### src/rtl/fclk_consts.svh
/*
 * register offsets, select codes, reset values and counts of the
 * clock mode controller; assumes byte addressing on a 32-bit bus.
 */
`ifndef FCLK_CONSTS_SVH
`define FCLK_CONSTS_SVH

`define FCLK_OFF_CTRL      8'h00
`define FCLK_OFF_STATUS    8'h04
`define FCLK_OFF_FILT_UP   8'h08
`define FCLK_OFF_FILT_LO   8'h0C
`define FCLK_OFF_TRIM      8'h10

`define FCLK_CS_SCM        2'h0
`define FCLK_CS_FEI        2'h1
`define FCLK_CS_FBE        2'h2
`define FCLK_CS_FEE        2'h3

`define FCLK_RST_MULT      3'h0
`define FCLK_RST_DIV       3'h0
`define FCLK_RST_TRIM      8'h80
`define FCLK_RST_FILT      12'h200
`define FCLK_XTAL_COUNT    4096
`define FCLK_LATCH_CYC     2'h3

`endif

### src/rtl/fclk_pkg.sv
/*
 * types of the clock mode controller; constants live in the header.
 */
package fclk_pkg;

	// one-hot modes of the generator
	typedef enum logic [6:0] {
		ST_OFF     = 7'b000_0001,
		ST_SCM     = 7'b000_0010,
		ST_FEI_UNL = 7'b000_0100,
		ST_FEI_LCK = 7'b000_1000,
		ST_FEE_UNL = 7'b001_0000,
		ST_FEE_LCK = 7'b010_0000,
		ST_FBE     = 7'b100_0000
	} fclk_state_t;

endpackage

### src/rtl/fclk_loop.sv
/*
 * loop filter, lock detector and filter value register of the locked loop.
 * assumes count error and sample strobe come from a pulse counter on clk_i,
 * and that osc_static_i is already synchronised.
 */
`timescale 1ns/1ps
`default_nettype none
`include "fclk_consts.svh"

module fclk_loop #(
	parameter int LOCK_WIN     = 4,
	parameter int UNLOCK_WIN   = 16,
	parameter int LOCK_SAMPLES = 4
) (
	input  wire logic               clk_i,
	input  wire logic               rst_i,
	input  wire logic               sample_i,
	input  wire logic signed [11:0] err_i,
	input  wire logic               closed_i,
	input  wire logic               locked_i,
	input  wire logic               off_i,
	input  wire logic               sw_ok_i,
	input  wire logic               wr_up_i,
	input  wire logic               wr_lo_i,
	input  wire logic        [7:0]  wdata_i,
	input  wire logic               osc_static_i,
	output logic             [11:0] filt_o,
	output logic                    lock_ok_o,
	output logic                    unlock_o,
	output logic                    osc_stable_o,
	output logic                    busy_o
);
	typedef struct packed {
		logic [11:0]        filt;
		logic [7:0]         low;
		logic [1:0]         busy;
		logic signed [13:0] acc;
		logic [1:0]         avg_n;
		logic [3:0]         lock_n;
		logic               in_unl;
		logic               stable;
	} fclk_loop_t;

	fclk_loop_t q;
	fclk_loop_t n;
	logic in_lock;
	logic in_unlock;

	assign in_lock   = (err_i <= 12'(LOCK_WIN)) && (err_i >= -12'(LOCK_WIN));
	assign in_unlock = (err_i <= 12'(UNLOCK_WIN)) && (err_i >= -12'(UNLOCK_WIN));

	// filter stepping, averaging and software load
	always_comb begin
		logic signed [13:0] sum;
		sum = q.acc + 14'(err_i);
		n = q;
		if (q.busy != 2'h0) begin
			n.busy = q.busy - 2'h1;
		end
		if (wr_lo_i && sw_ok_i) begin
			n.low = wdata_i;
		end
		// a busy latch sequence shields the value from a second write
		if (wr_up_i && sw_ok_i && (q.busy == 2'h0)) begin
			n.filt = {wdata_i[3:0], q.low};
			n.busy = `FCLK_LATCH_CYC;
		end
		if (sample_i && closed_i) begin
			if (locked_i) begin
				n.avg_n = q.avg_n + 2'h1;
				n.acc   = sum;
				if (q.avg_n == 2'h3) begin
					n.filt = 12'(14'(q.filt) - (sum >>> 2));
					n.acc  = 14'h0;
				end
			end else begin
				n.filt  = 12'(14'(q.filt) - 14'(err_i));
				n.avg_n = 2'h0;
				n.acc   = 14'h0;
			end
			// lock needs a run of in-window samples
			n.lock_n = in_lock ? ((q.lock_n == 4'(LOCK_SAMPLES)) ? q.lock_n
				: q.lock_n + 4'h1) : 4'h0;
		end
		if (!closed_i) begin
			n.lock_n = 4'h0;
			n.avg_n  = 2'h0;
			n.acc    = 14'h0;
		end
		if (sample_i) begin
			n.in_unl = in_unlock;
			n.stable = in_unlock && q.in_unl && !osc_static_i;
		end
		if (off_i) begin
			n.stable = 1'b0;
			n.in_unl = 1'b0;
		end
	end

	always_ff @(posedge clk_i or posedge rst_i) begin
		if (rst_i) begin
			q <= '{filt: `FCLK_RST_FILT, low: 8'h00, busy: 2'h0, acc: 14'h0,
				avg_n: 2'h0, lock_n: 4'h0, in_unl: 1'b0, stable: 1'b0};
		end else begin
			q <= n;
		end
	end

	assign filt_o       = q.filt;
	assign lock_ok_o    = (q.lock_n == 4'(LOCK_SAMPLES));
	assign unlock_o     = sample_i && !in_unlock;
	assign osc_stable_o = q.stable;
	assign busy_o       = (q.busy != 2'h0);

	filt_ro_a: assert property (@(posedge clk_i) disable iff (rst_i)
		wr_up_i && !sw_ok_i && !(sample_i && closed_i) |=> $stable(filt_o))
		else $error("filter changed by write outside self-clocked mode");
	latch_busy_a: assert property (@(posedge clk_i) disable iff (rst_i)
		busy_o && wr_up_i && !sample_i |=> filt_o == $past(filt_o))
		else $error("filter written during latch sequence");
	stable_off_a: assert property (@(posedge clk_i) disable iff (rst_i)
		off_i |=> !osc_stable_o)
		else $error("oscillator stable flag survived off state");

endmodule
`default_nettype wire

### src/rtl/fclk_mode_ctrl.sv
/*
 * clock mode controller: off, self-clocked, internal and external locked
 * and bypass modes, filter and trim registers behind an avalon-mm slave.
 * assumes stop, debug and loop error come from clk_i logic; reference
 * status, loss, static and crystal pins are asynchronous.
 */
// Notes on behaviour
// - filter writable only when selection is self-clocked
// - upper write ignored while latch sequence busy
// - trim lengthens period as value grows
// - trim survives every reset except power-on
// - stop halts clocks unless debug is enabled
// - stop-enable keeps generators, gates chip feed
// - interrupt wake keeps settings, internal ref first
// - bypass wake holds output until ref stable
// - reset wake loads defaults, self-clocked
// - crystal needs 4096 clocks before use
// - self-clocked entry conditions
// - self-clocked: loop open, output oscillator divided
// - filter write sets oscillator frequency
// - leaving loop keeps frequency, unlocked external halves (code: only until its first lock after entry)
// - off exit resumes previous oscillator frequency
// - off exit with X1 closes loop when stable
// - internal loop on select 01 or wake
// - internal loop steers toward multiplier target
// - unlocked while error outside window
// - locked after enough in-window samples
// - locked filter updates on four-sample average
// - status encodes the four clock modes
// - stable after two good samples, cleared off
`timescale 1ns/1ps
`default_nettype none
`include "fclk_consts.svh"

module fclk_mode_ctrl #(
	parameter int XTAL_COUNT   = `FCLK_XTAL_COUNT,
	parameter int LOCK_WIN     = 4,
	parameter int UNLOCK_WIN   = 16,
	parameter int LOCK_SAMPLES = 4
) (
	input  wire logic               clk_i,
	input  wire logic               rst_i,
	input  wire logic               por_i,
	input  wire logic        [7:0]  address_i,
	input  wire logic               read_i,
	input  wire logic               write_i,
	input  wire logic        [31:0] writedata_i,
	output logic             [31:0] readdata_o,
	output logic                    waitrequest_o,
	input  wire logic               stop_i,
	input  wire logic               debug_en_i,
	input  wire logic               ext_ref_ok_i,
	input  wire logic               clock_loss_i,
	input  wire logic               osc_static_i,
	input  wire logic               xtal_clk_i,
	input  wire logic               sample_i,
	input  wire logic signed [11:0] count_err_i,
	output logic             [1:0]  clock_mode_status_o,
	output logic             [11:0] filter_value_o,
	output logic             [7:0]  trim_o,
	output logic             [2:0]  mult_factor_o,
	output logic             [2:0]  out_div_o,
	output logic                    out_half_o,
	output logic                    out_clk_en_o,
	output logic                    osc_run_o,
	output logic                    int_ref_sel_o,
	output logic                    loop_closed_o
);
	typedef struct packed {
		fclk_pkg::fclk_state_t st;
		logic [1:0]  cs;
		logic [2:0]  mult;
		logic [2:0]  div;
		logic        osen;
		logic        xtal;
		logic        pend;
		logic        fee_first;
		logic        ack;
		logic [31:0] rdata;
		logic [3:0]  s1;
		logic [3:0]  s2;
		logic        x3;
		logic [12:0] xcnt;
	} fclk_ctrl_t;

	fclk_ctrl_t q;
	fclk_ctrl_t n;
	logic [7:0] trim_ff;
	logic       req;
	logic       wr;
	logic       ext_ok;
	logic       loss;
	logic       xdone;
	logic       ext_rdy;
	logic       off;
	logic       self_clocked_mode;
	logic       internal_locked_mode;
	logic       fee;
	logic       fbe;
	logic       locked;
	logic       closed;
	logic       feed_gate;
	logic [11:0] filt;
	logic       lock_ok;
	logic       unlock;
	logic       osc_stable;
	logic       busy;

	// synchronised pins: s1 feeds only s2
	assign ext_ok  = q.s2[0];
	assign loss    = q.s2[1];
	assign xdone   = (q.xcnt == 13'(XTAL_COUNT));
	assign ext_rdy = ext_ok && (xdone || !q.xtal);
	assign off     = (q.st == fclk_pkg::ST_OFF);
	assign self_clocked_mode     = (q.st == fclk_pkg::ST_SCM);
	assign internal_locked_mode     = (q.st == fclk_pkg::ST_FEI_UNL) || (q.st == fclk_pkg::ST_FEI_LCK);
	assign fee     = (q.st == fclk_pkg::ST_FEE_UNL) || (q.st == fclk_pkg::ST_FEE_LCK);
	assign fbe     = (q.st == fclk_pkg::ST_FBE);
	assign locked  = (q.st == fclk_pkg::ST_FEI_LCK) || (q.st == fclk_pkg::ST_FEE_LCK);
	assign closed  = internal_locked_mode || fee;
	assign req     = read_i || write_i;
	assign wr      = write_i && q.ack;

	// chip feed is cut in stop when generators are kept alive
	assign feed_gate = stop_i && !debug_en_i && q.osen;

	fclk_loop #(
		.LOCK_WIN     (LOCK_WIN),
		.UNLOCK_WIN   (UNLOCK_WIN),
		.LOCK_SAMPLES (LOCK_SAMPLES)
	) u_loop (
		.clk_i        (clk_i),
		.rst_i        (rst_i),
		.sample_i     (sample_i),
		.err_i        (count_err_i),
		.closed_i     (closed),
		.locked_i     (locked),
		.off_i        (off),
		.sw_ok_i      (self_clocked_mode && (q.cs == `FCLK_CS_SCM)),
		.wr_up_i      (wr && (address_i == `FCLK_OFF_FILT_UP)),
		.wr_lo_i      (wr && (address_i == `FCLK_OFF_FILT_LO)),
		.wdata_i      (writedata_i[7:0]),
		.osc_static_i (q.s2[2]),
		.filt_o       (filt),
		.lock_ok_o    (lock_ok),
		.unlock_o     (unlock),
		.osc_stable_o (osc_stable),
		.busy_o       (busy)
	);

	// bus slave, mode sequencing and crystal qualification
	always_comb begin
		logic [1:0] cs_new;
		cs_new  = writedata_i[1:0];
		n       = q;
		n.ack   = req && !q.ack;
		n.s1    = {xtal_clk_i, osc_static_i, clock_loss_i, ext_ref_ok_i};
		n.s2    = q.s1;
		n.x3    = q.s2[3];
		if (req && !q.ack) begin
			unique case (address_i)
				`FCLK_OFF_CTRL:    n.rdata = {22'h0, q.xtal, q.osen, q.div, q.mult, q.cs};
				`FCLK_OFF_STATUS:  n.rdata = {25'h0, busy, loss, ext_ok, osc_stable,
					locked, clock_mode_status_o};
				`FCLK_OFF_FILT_UP: n.rdata = {28'h0, filt[11:8]};
				`FCLK_OFF_FILT_LO: n.rdata = {24'h0, filt[7:0]};
				`FCLK_OFF_TRIM:    n.rdata = {24'h0, trim_ff};
				default:           n.rdata = 32'h0000_0000;
			endcase
		end
		// crystal edges counted until qualified
		if (!q.xtal || (off && !q.osen)) begin
			n.xcnt = 13'h0;
		end else if (q.s2[3] && !q.x3 && !xdone) begin
			n.xcnt = q.xcnt + 13'h1;
		end
		unique case (q.st)
			fclk_pkg::ST_OFF: begin
				if (!stop_i) begin
					if (q.cs == `FCLK_CS_FBE) begin
						n.st = fclk_pkg::ST_FBE;
					end else begin
						n.st   = fclk_pkg::ST_SCM;
						n.pend = q.cs[0];
					end
				end
			end
			fclk_pkg::ST_SCM: begin
				if (q.pend && osc_stable) begin
					n.pend      = 1'b0;
					n.fee_first = q.cs[1];
					n.st = q.cs[1] ? fclk_pkg::ST_FEE_UNL : fclk_pkg::ST_FEI_UNL;
				end
			end
			fclk_pkg::ST_FEI_UNL: begin
				if (lock_ok) begin
					n.st = fclk_pkg::ST_FEI_LCK;
				end
			end
			fclk_pkg::ST_FEI_LCK: begin
				if (unlock) begin
					n.st = fclk_pkg::ST_FEI_UNL;
				end
			end
			fclk_pkg::ST_FEE_UNL: begin
				if (lock_ok) begin
					n.st        = fclk_pkg::ST_FEE_LCK;
					n.fee_first = 1'b0;
				end
			end
			fclk_pkg::ST_FEE_LCK: begin
				if (unlock) begin
					n.st = fclk_pkg::ST_FEE_UNL;
				end
			end
			fclk_pkg::ST_FBE: begin
			end
		endcase
		// lost reference falls back; lost oscillator keeps bypass
		if ((fee || fbe) && loss) begin
			if (ext_ok && fee) begin
				n.st = fclk_pkg::ST_FBE;
				n.cs = `FCLK_CS_FBE;
			end else if (!ext_ok) begin
				n.st = fclk_pkg::ST_SCM;
				n.cs = `FCLK_CS_SCM;
			end
		end
		if (wr && (address_i == `FCLK_OFF_CTRL)) begin
			n.cs   = cs_new;
			n.mult = writedata_i[4:2];
			n.div  = writedata_i[7:5];
			n.osen = writedata_i[8];
			n.xtal = writedata_i[9];
			n.pend = 1'b0;
			if (cs_new == `FCLK_CS_SCM && q.cs[0]) begin
				n.st = fclk_pkg::ST_SCM;
			end else if (cs_new == `FCLK_CS_FEI && q.cs != `FCLK_CS_FEI) begin
				n.st = fclk_pkg::ST_FEI_UNL;
			end else if (cs_new == `FCLK_CS_FEE && q.cs != `FCLK_CS_FEE && ext_rdy) begin
				n.st        = fclk_pkg::ST_FEE_UNL;
				n.fee_first = 1'b1;
			end else if (cs_new == `FCLK_CS_FBE && self_clocked_mode && ext_rdy) begin
				n.st = fclk_pkg::ST_FBE;
			end
		end
		// stop without debug or stop-enable shuts everything down
		if (stop_i && !debug_en_i && !q.osen) begin
			n.st   = fclk_pkg::ST_OFF;
			n.pend = 1'b0;
		end
	end

	// reset exit always restarts self-clocked with default settings
	always_ff @(posedge clk_i or posedge rst_i) begin
		if (rst_i) begin
			q <= '{st: fclk_pkg::ST_SCM, cs: `FCLK_CS_SCM, mult: `FCLK_RST_MULT,
				div: `FCLK_RST_DIV, osen: 1'b0, xtal: 1'b0, pend: 1'b0,
				fee_first: 1'b0, ack: 1'b0, rdata: 32'h0000_0000, s1: 4'h0,
				s2: 4'h0, x3: 1'b0, xcnt: 13'h0};
		end else begin
			q <= n;
		end
	end

	// trim sits outside the mcu reset so a factory value is not lost
	always_ff @(posedge clk_i or posedge por_i) begin
		if (por_i) begin
			trim_ff <= `FCLK_RST_TRIM;
		end else if (wr && (address_i == `FCLK_OFF_TRIM)) begin
			trim_ff <= writedata_i[7:0];
		end
	end

	// mode status and generator controls
	always_comb begin
		unique case (1'b1)
			internal_locked_mode:     clock_mode_status_o = `FCLK_CS_FEI;
			fee:     clock_mode_status_o = `FCLK_CS_FEE;
			fbe:     clock_mode_status_o = `FCLK_CS_FBE;
			default: clock_mode_status_o = `FCLK_CS_SCM;
		endcase
	end

	assign readdata_o     = q.rdata;
	assign waitrequest_o  = req && !q.ack;
	assign filter_value_o = filt;
	assign trim_o         = trim_ff;
	assign mult_factor_o  = q.mult;
	assign out_div_o      = q.div;
	assign out_half_o     = fee && q.fee_first && !locked;
	assign osc_run_o      = !off && !fbe;
	assign int_ref_sel_o  = internal_locked_mode || (fee && !ext_rdy);
	assign loop_closed_o  = closed;
	assign out_clk_en_o   = !off && !feed_gate && !(fbe && !ext_rdy);

	stop_off_a: assert property (@(posedge clk_i) disable iff (rst_i)
		stop_i && !debug_en_i && !q.osen |=> off && !out_clk_en_o && !osc_run_o)
		else $error("clocks running in stop without debug");
	feed_gate_a: assert property (@(posedge clk_i) disable iff (rst_i)
		stop_i && !debug_en_i && q.osen |-> !out_clk_en_o)
		else $error("chip feed active in stop with stop-enable");
	fbe_hold_a: assert property (@(posedge clk_i) disable iff (rst_i)
		fbe && !ext_ok |-> !out_clk_en_o)
		else $error("bypass output enabled before reference stable");
	status_enc_a: assert property (@(posedge clk_i) disable iff (rst_i)
		(clock_mode_status_o == 2'h1) == internal_locked_mode && (clock_mode_status_o == 2'h3) == fee)
		else $error("mode status mismatch");
	xtal_wait_a: assert property (@(posedge clk_i) disable iff (rst_i)
		fee && q.xtal && !xdone |-> int_ref_sel_o)
		else $error("crystal used before qualification");
	back_scm_a: assert property (@(posedge clk_i) disable iff (rst_i)
		wr && address_i == 8'h00 && writedata_i[1:0] == 2'h0 && q.cs[0]
		&& !stop_i |=> self_clocked_mode)
		else $error("self-clocked not entered on select write");
	close_loop_a: assert property (@(posedge clk_i) disable iff (rst_i)
		self_clocked_mode && q.pend && osc_stable && !stop_i && !wr |=> closed)
		else $error("loop not closed after oscillator stable");
	wait_ack_a: assert property (@(posedge clk_i) disable iff (rst_i)
		req && !q.ack |=> !waitrequest_o || !req)
		else $error("bus answer late");

	fei_lock_c: cover property (@(posedge clk_i) disable iff (rst_i)
		q.st == fclk_pkg::ST_FEI_LCK);
	off_wake_c: cover property (@(posedge clk_i) disable iff (rst_i)
		off ##1 self_clocked_mode ##[1:200] closed);
	fbe_run_c: cover property (@(posedge clk_i) disable iff (rst_i)
		fbe && out_clk_en_o);

endmodule
`default_nettype wire

### config.mk
export PLATFORM = sky130hd
export DESIGN_NAME = fclk_mode_ctrl
export DESIGN_NICKNAME = d
export VERILOG_FILES = /design/src/rtl/fclk_pkg.sv /design/src/rtl/fclk_loop.sv /design/src/rtl/fclk_mode_ctrl.sv
export VERILOG_INCLUDE_DIRS = /design/src /design/src/rtl
export SDC_FILE = /design/constraint.sdc
export NUM_CORES = 1
export LEC_CHECK = 0
export BUFFER_PORTS_ARGS = -buffer_cell sky130_fd_sc_hd__buf_2
export CORE_AREA = 3 3 124 126
export CTS_BUF_LIST = sky130_fd_sc_hd__clkbuf_4
export CTS_CLUSTER_SIZE = 40
export DETAILED_ROUTE_END_ITERATION = 6
export DIE_AREA = 0 0 127 129
export GPL_TIMING_DRIVEN = 0
export PLACE_DENSITY = 0.77
export SLEW_MARGIN = 10
export SYNTH_ARGS = -nofsm -noshare
export SYNTH_HDL_FRONTEND = slang
export SYNTH_SLANG_ARGS = --single-unit
### constraint.sdc
create_clock -name clk_i -period 4.4 [get_ports clk_i]
set_input_delay 0.22 -clock clk_i [delete_from_list [all_inputs] [get_ports clk_i]]
set_output_delay 0.22 -clock clk_i [all_outputs]
set_load 0.03 [all_outputs]
Word level (Yosys, flattened, before mapping). Cells that the tools add are included.

Register bits: 126. Bits of input ports: 64. Output and inout bits: 66. Word-level logic and storage cells: 181.

$add $sub $neg: 7. Order comparisons: 4. Equal/unequal tests: 26. Multiplexer cells: 46. Reductions and logical operators: 75.

Operator list (number): 2-to-1 mux 7 bit (12); one-hot mux 10 bit (5 select lines) (1); 2-to-1 mux 12 bit (4); one-hot mux 7 bit (6 select lines) (1); 2-to-1 mux 20 bit (2); logical AND 1 bit (39); 2-to-1 mux 9 bit (3); 2-to-1 mux 13 bit (2); subtractor 12 bit (2); 2-to-1 mux 19 bit (1); == test 8 x 4 -> 1 bit, second input constant (2); 2-to-1 mux 16 bit (1); adder 14 x 12 -> 14 bit (1); zero test 1 bit (14); 2-to-1 mux 14 bit (1); adder 13 x 1 -> 13 bit, second input constant (1); == test 13 bit, second input constant (1); greater-or-equal comparator 12 x 3 -> 1 bit, second input constant (1); greater-or-equal comparator 12 x 5 -> 1 bit, second input constant (1); less-or-equal comparator 12 x 4 -> 1 bit, second input constant (1); less-or-equal comparator 12 x 6 -> 1 bit, second input constant (1); 2-to-1 mux 2 bit (5); nonzero test 2 bit (5); logical OR 1 bit (9); other kinds (31) (47).

Logic depth before layout (Yosys ltp).
Depth in word-level cells: 15. Gate-level depth with buffers: 17. Mapped depth without buffers: 17.

Cells and area by module. From an unflattened synthesis, not the netlist that was laid out.

Cell total of the unflattened synthesis: 822. Area total of the unflattened synthesis: 7390.8 um2.

Modules (own cells, without submodules): fclk_mode_ctrl (times used 1, cells each 406, area an instance 3714.8 um2, seq. area each 1503.9 um2); fclk_loop (times used 1, cells each 416, area an instance 3676.0 um2, seq. area each 1102.3 um2).

Worst setup path after synthesis. No wires, ideal clock.

Path kind: register -> register. Start point: register u_loop.q[8] in the netlist's numbering. End point: register u_loop.q (netlist bit u_loop.filt_o[11]). Setup time: 0.123 ns. Data arrival time: 3.385 ns. Required time: 4.277 ns. Slack: 0.892 ns. Stages on the path, launching flop included: 18. Path buffers: 0. Period minus slack after synthesis: 3.508 ns. Cell sequence: dfrtp_1 > ha_1 > fa_1 > a21o_1 > a21oi_1 > nor2_1 > nor4_1 > o31ai_1 > nor2_1 > xor2_1 > ha_1 > and3_1 > a21oi_1 > o21ai_0 > o41ai_1 > xnor2_1 > xnor2_1 > a21oi_1.

RTL lines: start, declared (line fclk_loop.sv:44) `fclk_loop_t q;`; start signal, assigned (line fclk_loop.sv:102) `` q <= '{filt: `FCLK_RST_FILT, low: 8'h00, busy: 2'h0, acc: 14'h0, ``; start signal, assigned (line fclk_loop.sv:105) `q <= n;`.

==> impl_metrics.json <==
{
  "critPathMaxStageDelay_ns": 0.62,
  "hpwlAfterDp_um": 14000,
  "routabilityCongestion": 0.883,
  "ys.flop_type": "dfrtp_1",
  "crit_family": "compound AO/OA/AOI/OAI gates",
  "cp_max_fo": 4,
  "wl_per_cell_um": 16.6,
  "p_leak_uw": 0.00401,
  "slew_violations": 0,
  "start_kind": "flop",
  "cts_buffer_depth": 2,
  "cts_inserted_buffers": 9,
  "clk_latency_ns": 0.49,
  "synth_edf_count": 0,
  "clock_skew_ns": 0.0201,
  "synth_warnings": 0,
  "dr.pass1.iters": 6,
  "finalPower_uw": 2110,
  "worstMarginPinSlew_ns": 0.841,
  "grt_pass1_vias": 5779,
  "nets": 1015,
  "start_util": 0.496,
  "synth_cells": 778,
  "holdCritPathClass": "primary input to flop",
  "ys_seq_area_frac": 0.364,
  "postRouteAntennaNets": 0,
  "pre_cts_slack_ns": 0.377,
  "grt_usage": 0.223,
  "crit_required_ns": 4.79,
  "layout-drive-gt1-share": 0.228,
  "fin_ws_ns": 0.327,
  "fin_util": 0.565,
  "via_per_inst": 5.73,
  "routed_wl_um": 18200,
  "dieHeight_um": 129,
  "setup_viol": 0,
  "synth_area_leaders": "dfrtp_1 (35%), ha_1 (7.2%), buf_4 (5.3%)",
  "syn_area_um2": 7160,
  "cp_cell_sequence": "ha_1 > fa_1 > a21o_1 > a21oi_1 > nor2_1 > o21a_1 > nor2_1 > xor2_1 > ha_1 > nor2b_1 > o311ai_0 > a21oi_1 > a21oi_1 > xnor2_1 > a221o_1",
  "rows": 44,
  "max_cap_viol_count": 0,
  "grt_max_degree": 60,
  "hold_viol_final": 0,
  "num-fill-cells": 1293,
  "cts.reportedPaths.clkPinSlew_ns": 0.17,
  "max_clock_freq_mhz": 246,
  "diodes": 0,
  "status": "finished, final reports clean",
  "cp_slowest_cell": "o311ai_0",
  "num_io_pins": 130,
  "netlist.area_leader.share": 0.353,
  "ys_types": 79,
  "dp_cells": 1068,
  "dieArea_um2": 16400,
  "port_buffers": 84,
  "crit_type": "flop to flop",
  "synthArstFlopShare": 1.00,
  "cts_tree": "yes",
  "die_w_um": 127,
  "core-area_um2": 14400,
  "ir_drop_uv": 217,
  "arrival_ns": 4.47,
  "antenna_found_initial": 0,
  "ys_ff_latch": 104,
  "crit_top_cell": "a21oi_1",
  "slew_headroom": 0.438,
  "grt_pass1_wl_um": 29500,
  "final_cell_count_no_fill": 1096,
  "clk_root_buffer_cell": "clkbuf_4",
  "critPathBufInv": 0,
  "h-tree-depth": 3,
  "fin_setup_tns_ns": 0,
  "fin_crit_ns": 4.07,
  "clock_sinks": 104,
  "cts.repair.resized": 0,
  "dr.first_iter.drc_count": 557,
  "p_per_area_nw_per_um2": 258,
  "gr-total-overflow": 0,
  "drc": 0,
  "vias": 6277,
  "syn_to_final_growth_pct": 13.9,
  "finalCritPeriodShare": 0.926,
  "yosysTopAreaCell": "dfrtp_1",
  "rsz0062_at_grt": "false",
  "end_kind": "flop",
  "syn_area_per_cell_um2": 9.20
}
layer usage:
layer / vias up / track usage / part of all wire
li1: 3014 / - / -
met1: 2970 / 0.309 / 0.44
met5: - / 0 / 0
met4: 0 / 0.0751 / 0.027
met2: 245 / 0.356 / 0.47
met3: 48 / 0.0374 / 0.065
final timing paths:
kind                                               from                           to  slack [ns]  cells after the start
worst max-delay path            u_loop.q[8]$_DFFE_PP0P_  u_loop.filt_o[10]$_DFF_PP0_        0.33                     15
worst min-delay path                     writedata_i[2]        trim_o[2]$_DFFE_PP0P_        0.02                      2
worst max register to register  u_loop.q[8]$_DFFE_PP0P_  u_loop.filt_o[10]$_DFF_PP0_        0.33                     15
worst min register to register          n[15]$_DFF_PP0_               loss$_DFF_PP0_        0.37                      0
max in group asynchronous                         rst_i              q[68]$_DFF_PP1_        3.25                      4
min in group asynchronous                         por_i        trim_o[5]$_DFFE_PP0P_        0.21                      3
kinds of logic after synthesis:
kind of cell / share of synthesized area
flops: 0.364
other cells: 0.000524
xor+xnor: 0.0477
buf+inv: 0.0843
fa+ha+maj: 0.0801
simple gates: 0.192
compound gates: 0.161
mux: 0.0696
metrics by stage:
stage / hold WS, ns / area (um^2)
finish: 0.0186 / 8150
global route: 0.0165 / 8150
CTS: 0.00930 / 8150
detailed placement: 0.179 / 7910
global placement: 0.184 / 7890
floorplan: 0.0349 / 7240
synth_stat cells (5+ instances only):
cell type  number
a21o_1          5
mux2_2         30
xor2_1         23
o211ai_1        7
a21oi_1        44
ha_1           41
nor4_1          6
nor2b_1        12
mux2i_1        16
nor2_1         63
o22ai_1         6
buf_4          51
a211oi_1        5
nand2b_1       10
o21ai_0        44
nand2_1        53
nand3_1        34
dfrtp_1       101
or2_2           6
and2_1          8
or3_1          10
xnor2_1        16
clkbuf_1       15
nor3_1         14
o31ai_1        14
inv_1          35
nand4_1        15
power by group:
part	internal, uW	switching (uW)
clock network	122	346
logic	228	366
registers	1000	42.7
total	1350	755
worst register-to-register path, cell delays in order (launching register included):
cell and delay (ns):
dfrtp_1 0.42, ha_1 0.23, fa_1 0.41, a21o_1 0.17, a21oi_1 0.23, nor2_1 0.09
o21a_1 0.17, nor2_1 0.12, xor2_1 0.27, ha_1 0.32, nor2b_1 0.16, o311ai_0 0.62
a21oi_1 0.14, a21oi_1 0.20, xnor2_1 0.09, a221o_1 0.32
layout make-up:
| class | instances | area (um^2) | area share |
|---|---|---|---|
| clock inverters | 7 | 55.1 | 0.00675 |
| clock buffers | 9 | 67.6 | 0.00829 |
| flip-flops and latches | 104 | 2610 | 0.320 |
| inverters | 35 | 134 | 0.0164 |
| plain buffers | 72 | 472 | 0.0579 |
| multi-input cells | 588 | 4030 | 0.494 |
| repair buffers | 97 | 561 | 0.0688 |
| well taps | 184 | 230 | 0.0282 |
layout by cell type (no fill, tap or decap), types with 7 or more instances in the layout:
cell type      Yosys  layout
conb_1             1      22
nand3_1           34      34
and2_1             8       8
buf_2              2      86
nand2b_1          10      10
nand2_1           53      53
nor3_1            14      14
mux2i_1           16      16
nand4_1           15      15
clkbuf_1          15      15
dfrtp_1          101     101
nor2_1            63      63
clkbuf_4           0       9
a21oi_1           44      44
o31ai_1           14      14
ha_1              41      41
mux2_2            30      30
dlygate4sd3_1      0      12
xor2_1            23      23
o21ai_0           44      44
buf_4             51      51
or3_1             10      10
inv_1             35      34
o211ai_1           7       7
xnor2_1           16      16
nor2b_1           12      12
what timing repair did:
action                                  in CTS  in global routing
setup buffers                                0                  0
hold buffers                                12                  0
endpoints found under the setup margin       0                  0
hold endpoints to repair                    83                  0
state kept, by name (all words and copies together) (netlist names):
name                 count
ext_ok                   1
loss                     1
mult_factor_o            3
n                        5
out_div_o                3
q                       29
readdata_o              10
trim_o                   8
u_loop.filt_o           12
u_loop.osc_stable_o      1
u_loop.q                31
Power figures use the tool's default switching activity.
